## src/design/pvic_defs.vh

```
// Constants for the priority vectored interrupt controller
// Assumes inclusion by the controller files only
`ifndef PVIC_DEFS_VH
`define PVIC_DEFS_VH
`define PVIC_NSRC          17
`define PVIC_ENABLE_ADDR   8'ha8
`define PVIC_ENABLE_RST    8'h00
`define PVIC_GATE_BIT      7
`define PVIC_VEC_BASE      16'h0003
`define PVIC_VEC_STEP      16'h0008
`define PVIC_VEC_RESET     16'h0000
`define PVIC_ORD_EXT0      0
`define PVIC_ORD_T0        1
`define PVIC_ORD_EXT1      2
`define PVIC_ORD_T1        3
`define PVIC_ORD_UART      4
`define PVIC_ORD_T2        5
`define PVIC_ORD_SPI       6
`define PVIC_ORD_RSVD      13
`define PVIC_DETECT_CYC    1
`define PVIC_CALL_CYC      4
`define PVIC_ST_IDLE       2'h0
`define PVIC_ST_REQ        2'h1
`define PVIC_ST_HOLD       2'h2
`endif

```

## src/design/pvic_arbiter.v

```verilog
// Fixed order arbiter: lowest index among requests wins
// Assumes requests are already gated and level filtered
`timescale 1ns/1ns
module pvic_arbiter #(
  parameter N  = 17,
  parameter IW = 5
) (
  input  wire [N-1:0]  req,
  output reg           any,
  output reg  [IW-1:0] idx
);
  integer i;
  always @*
  begin
    any = 1'b0;
    idx = {IW{1'b0}};
    for (i = N - 1; i >= 0; i = i - 1)
    begin
      if (req[i])
      begin
        any = 1'b1;
        idx = i[IW-1:0];
      end
    end
  end
endmodule

```

## src/design/pvic_top.v

```verilog
// Two level vectored interrupt controller with fixed order arbitration
// Assumes a CPU that pulses boundary, ack and return-done signals
// Behaviour
// - Seventeen sources feed the controller
// - Software-set flags request like hardware flags
// - One level bit per source, reset low
// - High preempts low; high never preempted
// - High level wins over low level
// - Equal level resolved by fixed source order
// - Requests evaluated every clock cycle
// - Request detected one cycle, call four
// - One instruction after return before call
// - Worst case eighteen clocks response
// - Equal or higher handler blocks new request
// - Fixed vector per source, step eight
// - Bit seven gates all sources
// - Enable register at 0xa8, reset zero
// - Enable bits six to zero per source
// - Timer two passes either overflow flag
// - Vectoring clears ext and timer0/1 flags
// - Masked flags make no request
// - Flag left set re-requests after return
`timescale 1ns/1ns
`include "pvic_defs.vh"
module pvic_top #(
  parameter NSRC = `PVIC_NSRC,
  parameter IW   = 5
) (
  input  wire            mclk,
  input  wire            reset,
  input  wire [7:0]      reg_addr,
  input  wire [7:0]      reg_wdata,
  input  wire            reg_wr,
  input  wire            reg_bit_wr,
  input  wire [2:0]      reg_bit_sel,
  input  wire            reg_bit_val,
  input  wire            reg_rd,
  output reg  [7:0]      reg_rdata_ff,
  input  wire [NSRC-1:0] pending_flags,
  input  wire            timer2_low_overflow_flag,
  input  wire            timer2_high_overflow_flag,
  input  wire [NSRC-1:0] ext_enable,
  input  wire [NSRC-1:0] irq_level_primary,
  input  wire            insn_boundary,
  input  wire            cpu_ack,
  input  wire            reti_done,
  output reg             irq_req_ff,
  output reg  [15:0]     irq_vector_ff,
  output reg  [3:0]      auto_clear_ff,
  output reg  [1:0]      in_service_ff
);
  reg  [7:0]      irq_enable_primary_ff;
  reg  [7:0]      nxt_enable;
  reg  [1:0]      state_ff;
  reg  [1:0]      nxt_state;
  reg  [IW-1:0]   sel_ff;
  reg             sel_high_ff;
  reg  [NSRC-1:0] unmask;
  reg  [NSRC-1:0] flags;
  wire            global_irq_gate;
  wire [NSRC-1:0] active;
  wire [NSRC-1:0] hi_req;
  wire [NSRC-1:0] lo_req;
  wire            hi_any;
  wire            lo_any;
  wire [IW-1:0]   hi_idx;
  wire [IW-1:0]   lo_idx;
  wire            hi_ok;
  wire            lo_ok;
  wire            win_any;
  wire [IW-1:0]   win_idx;
  wire            win_high;
  wire [15:0]     win_vec;

  // Register write path, byte or single bit
  always @*
  begin
    nxt_enable = irq_enable_primary_ff;
    if (reg_wr && reg_addr == `PVIC_ENABLE_ADDR)
      nxt_enable = reg_wdata;
    else if (reg_bit_wr && reg_addr == `PVIC_ENABLE_ADDR)
      nxt_enable[reg_bit_sel] = reg_bit_val;
  end

  always @(posedge mclk)
  begin
    if (reset)
    begin
      irq_enable_primary_ff <= `PVIC_ENABLE_RST;
      reg_rdata_ff          <= 8'h00;
    end
    else
    begin
      irq_enable_primary_ff <= nxt_enable;
      if (reg_rd && reg_addr == `PVIC_ENABLE_ADDR)
        reg_rdata_ff <= irq_enable_primary_ff;
      else
        reg_rdata_ff <= 8'h00;
    end
  end

  assign global_irq_gate = irq_enable_primary_ff[`PVIC_GATE_BIT];

  // Per-source unmask selection
  always @*
  begin
    unmask = ext_enable;
    unmask[`PVIC_ORD_EXT0] = irq_enable_primary_ff[0];
    unmask[`PVIC_ORD_T0]   = irq_enable_primary_ff[1];
    unmask[`PVIC_ORD_EXT1] = irq_enable_primary_ff[2];
    unmask[`PVIC_ORD_T1]   = irq_enable_primary_ff[3];
    unmask[`PVIC_ORD_UART] = irq_enable_primary_ff[4];
    unmask[`PVIC_ORD_T2]   = irq_enable_primary_ff[5];
    unmask[`PVIC_ORD_SPI]  = irq_enable_primary_ff[6];
    unmask[`PVIC_ORD_RSVD] = 1'b0;
    flags = pending_flags;
    flags[`PVIC_ORD_T2] = timer2_low_overflow_flag | timer2_high_overflow_flag;
  end

  // Masked flags drop out here
  assign active = global_irq_gate ? (flags & unmask) : {NSRC{1'b0}};
  assign hi_req = active & irq_level_primary;
  assign lo_req = active & ~irq_level_primary;

  pvic_arbiter #(
    .N  (NSRC),
    .IW (IW)
  ) u_hi_arb (
    .req (hi_req),
    .any (hi_any),
    .idx (hi_idx)
  );

  pvic_arbiter #(
    .N  (NSRC),
    .IW (IW)
  ) u_lo_arb (
    .req (lo_req),
    .any (lo_any),
    .idx (lo_idx)
  );

  // High may run unless a high handler is in service
  assign hi_ok    = hi_any && !in_service_ff[1];
  // Low may run only when nothing is in service
  assign lo_ok    = lo_any && (in_service_ff == 2'b00);
  assign win_any  = hi_ok || lo_ok;
  assign win_high = hi_ok;
  assign win_idx  = hi_ok ? hi_idx : lo_idx;
  assign win_vec  = `PVIC_VEC_BASE + {{(16-IW){1'b0}}, win_idx} * `PVIC_VEC_STEP;

  // Request sequencing around boundaries and returns
  always @*
  begin
    nxt_state = state_ff;
    case (state_ff)
      `PVIC_ST_IDLE:
        if (win_any && insn_boundary)
          nxt_state = `PVIC_ST_REQ;
      `PVIC_ST_REQ:
        if (cpu_ack)
          nxt_state = `PVIC_ST_IDLE;
        else if (!win_any)
          nxt_state = `PVIC_ST_IDLE;
      `PVIC_ST_HOLD:
        if (insn_boundary && win_any)
          nxt_state = `PVIC_ST_REQ;
        else if (insn_boundary)
          nxt_state = `PVIC_ST_IDLE;
      default:
        nxt_state = `PVIC_ST_IDLE;
    endcase
    if (reti_done)
      nxt_state = `PVIC_ST_HOLD;
  end

  always @(posedge mclk)
  begin
    if (reset)
    begin
      state_ff      <= `PVIC_ST_IDLE;
      irq_req_ff    <= 1'b0;
      irq_vector_ff <= `PVIC_VEC_RESET;
      auto_clear_ff <= 4'h0;
      in_service_ff <= 2'b00;
      sel_ff        <= {IW{1'b0}};
      sel_high_ff   <= 1'b0;
    end
    else
    begin
      state_ff      <= nxt_state;
      auto_clear_ff <= 4'h0;
      if (nxt_state == `PVIC_ST_REQ)
      begin
        irq_req_ff    <= 1'b1;
        irq_vector_ff <= win_vec;
        sel_ff        <= win_idx;
        sel_high_ff   <= win_high;
      end
      else
        irq_req_ff <= 1'b0;
      if (state_ff == `PVIC_ST_REQ && cpu_ack)
      begin
        // Hardware clears for ext and timer 0/1 on vectoring
        auto_clear_ff[0] <= sel_ff == `PVIC_ORD_EXT0;
        auto_clear_ff[1] <= sel_ff == `PVIC_ORD_T0;
        auto_clear_ff[2] <= sel_ff == `PVIC_ORD_EXT1;
        auto_clear_ff[3] <= sel_ff == `PVIC_ORD_T1;
        if (sel_high_ff)
          in_service_ff[1] <= 1'b1;
        else
          in_service_ff[0] <= 1'b1;
      end
      else if (reti_done)
      begin
        // Most recent marker goes first
        if (in_service_ff[1])
          in_service_ff[1] <= 1'b0;
        else
          in_service_ff[0] <= 1'b0;
      end
    end
  end
endmodule

```

## config.mk

```make
export PLATFORM = sky130hd
export DESIGN_NAME = pvic_top
export DESIGN_NICKNAME = d
export VERILOG_FILES = /design/src/design/pvic_arbiter.v /design/src/design/pvic_top.v
export VERILOG_INCLUDE_DIRS = /design/src /design/src/design
export SDC_FILE = /design/constraint.sdc
export NUM_CORES = 1
export LEC_CHECK = 0
export BUFFER_PORTS_ARGS = -buffer_cell sky130_fd_sc_hd__buf_2
export CORE_ASPECT_RATIO = 0.75
export CORE_MARGIN = 8
export CORE_UTILIZATION = 47
export DETAILED_ROUTE_END_ITERATION = 8
export PLACE_DENSITY = 0.83
export SETUP_SLACK_MARGIN = 0.5
export SYNTH_ARGS = -nofsm -noshare
export SYNTH_HDL_FRONTEND = slang
export SYNTH_SLANG_ARGS = --single-unit
```

## constraint.sdc

```tcl
create_clock -name mclk -period 4.4 [get_ports mclk]
set_input_delay 0.66 -clock mclk [delete_from_list [all_inputs] [get_ports mclk]]
set_output_delay 0.66 -clock mclk [all_outputs]
set_load 0.03 [all_outputs]
```

==> metrics <==
# setup viols final=0; worst hold path class=register to register; TritonRoute pass-1 iters=4; Critical Path RT=4.57 ns; Mapped Cells=256; Final Cycle Share=66.9%; layout cells sized above 1=32.3%; Final Max Slew Viols=0; final net count=425; Die Span Y=73.5 µm; IO Pins=112; Die X=92.7 µm; vias per inst=5.65; CORE AREA=4360 µm²; max-cap violation count=0; worst-skew pair later-pin latency=0.28 ns; critical path class=register to register; Syn Std Cell Area=2070 µm²; TritonCTS clock tree=yes; clock buffer count from CTS=5; RSZ-0062 raised after global routing=no; peak supply drop=0.000171 V; synth top area cells=dfxtp_1 31%, nand4_1 5.4%, nor2_1 4.3%; via count=2265; Yosys warning count=0; Critical Path Sink Type=register; number of port buffers=91; Worst Tran Pin Value=1.13 ns; final WL=6.11 mm; Synth top area share=30.9%; initial antenna violation count=0; register area share after synthesis=30.9%; DP HPWL=4.92 mm; setup tns final=0 ns; GRT overflow=0; GP Congestion=0.870; f_max=340 MHz; Std-Cell Rows=21; post-route minimum period=2.94 ns; fraction of registers with async set/reset=0%; Primary FF master, synth=dfxtp_1; Leak=0.00116 µW; CTS root buf=clkbuf_8; Antenna diodes=0; drt first-iter violations=155; CP Launch Type=register; worst clock skew=0.00530 ns; WP data arrival=3.11 ns; die footprint=6810 µm²; Sink Count=32; CTS max path bufs=2; Area Growth Syn to Fin=23.7%; CP Max Fanout=36; Syn Area/Cell=8.09 µm²; Starting Density=47.5%; vias in the first global route=2276; Post-CTS Setup Inserts=0; H-tree Lvls=2; Post-synth EDFFs=0; post-synth top area cell=dfxtp_1; final core occ=58.8%; status=complete, no violations; post-route antenna net violation count=0; Avg WL per Cell=15.2 µm; Yosys cell types=53; PwrDens=222 nW/µm²; Resized cells post-CTS=0; CTS Hold Bufs=0; Seq cells post-synth=32; first-pass GRT wire length=10.0 mm; endpoints failing hold=0; relative max-transition margin=24.6%; clock-pin slew on the worst setup and hold paths=0.06 ns; largest net degree at the start of global routing=37; Total GRT Usage=18.1%; # DRC=0
-- per-stage QoR --
stage | cells | hold slack (ns) | worst slack [ns] | cell area (µm²) | power [µW]
after floorplan | 264 | 0.456 | 2.23 | 2100 | 330
after global placement | 394 | 0.450 | 1.61 | 2490 | 362
after detailed placement | 394 | 0.449 | 1.55 | 2490 | 365
after CTS | 401 | 0.460 | 1.51 | 2560 | 571
after global routing | 401 | 0.503 | 1.18 | 2560 | 591
final | 401 | 0.455 | 1.46 | 2560 | 569
-- Yosys cell counts (3+ instances only) --
master / instances
a211oi_1: 10
mux2i_1: 7
a31oi_1: 4
nand3_1: 9
nor2_1: 24
clkbuf_1: 3
o21ai_1: 3
dfxtp_1: 32
nor3b_1: 3
o211ai_1: 4
nand2_1: 16
nor4_1: 5
nor3_1: 9
and2_1: 9
nand4b_1: 10
a21oi_1: 14
nand4_1: 18
inv_1: 11
buf_4: 11
o21ai_0: 10
nand2b_1: 3
nor2b_1: 3
buf_6: 3
-- cell families after synthesis --
family	after synthesis	synth area share (%)
AO/OA/AOI/OAI	61	20.4
other	1	0.181
flip-flops	32	30.9
AND/OR/NAND/NOR	126	36.3
buffers and inverters	29	8.88
multiplexers	7	3.38
-- report_power, final --
group	switching, µW	total [µW]	internal [µW]
registers	1.03	292	291
logic	39.0	67.8	28.8
clock network	102	210	107
-- routing by layer --
metal	vias up	share of wire (%)	global-route usage, %
li1	1128	-	-
met1	1035	43	20.9
met2	92	46	29.8
met3	10	8.8	5.92
met4	0	1.7	8.19
met5	-	0	0
-- cell usage in the layout, fill, tap and decap left out, drive strengths merged, types with 2 or more instances in the layout --
| cell type | Yosys | layout |
|---|---|---|
| nand4b | 11 | 11 |
| nand2 | 17 | 17 |
| a21oi | 15 | 15 |
| conb | 1 | 9 |
| inv | 11 | 11 |
| mux2i | 7 | 7 |
| o211ai | 4 | 4 |
| and3b | 2 | 2 |
| a211oi | 11 | 11 |
| a31oi | 5 | 5 |
| nor2 | 24 | 24 |
| nand3 | 9 | 9 |
| a311oi | 3 | 3 |
| and4b | 2 | 2 |
| o2111ai | 2 | 2 |
| and2 | 9 | 9 |
| buf | 15 | 91 |
| dfxtp | 32 | 32 |
| clkbuf | 3 | 6 |
| nor2b | 3 | 3 |
| nor4 | 6 | 6 |
| o21ai | 13 | 13 |
| nor3b | 3 | 3 |
| nand4 | 18 | 18 |
| o21bai | 2 | 2 |
| or2 | 2 | 2 |
| nor3 | 11 | 11 |
| nand2b | 3 | 3 |
-- state kept, by name (all words and copies together), names as in the netlist --
register and count:
irq_vector_ff 1, irq_enable_primary_ff 8, irq_req_ff 1, state_ff 2, sel_ff 5, auto_clear_ff 4, in_service_ff 2, reg_rdata_ff 8
sel_high_ff 1
-- area by class of cell --
class	count	area [µm²]
well taps	57	71.3
clock inverters	1	5.00
fillers	418	1800
inverters	11	41.3
repair buffers	91	455
clock buffers	6	72.6
flip-flops and latches	32	641
multi-input cells	203	1280
-- final timing paths --
kind	end	start	depth (start not counted)	slack (ns)
setup / recovery	sel_ff[1]	irq_enable_primary_ff[7]	6	1.46
hold / removal	irq_vector_ff[1]	irq_vector_ff[1]	2	0.46
setup reg to reg	sel_ff[1]	irq_enable_primary_ff[7]	6	1.46
hold reg to reg	irq_vector_ff[1]	irq_vector_ff[1]	2	0.46
-- worst max-delay path: stages (launching register included) --
cell      delay [ns]
dfxtp_1         1.07
nand4_1         0.34
nand4_1         0.23
nor2_1          0.10
a31oi_2         0.41
o21bai_2        0.30
o31a_1          0.37
(Power assumes the default switching activity.)
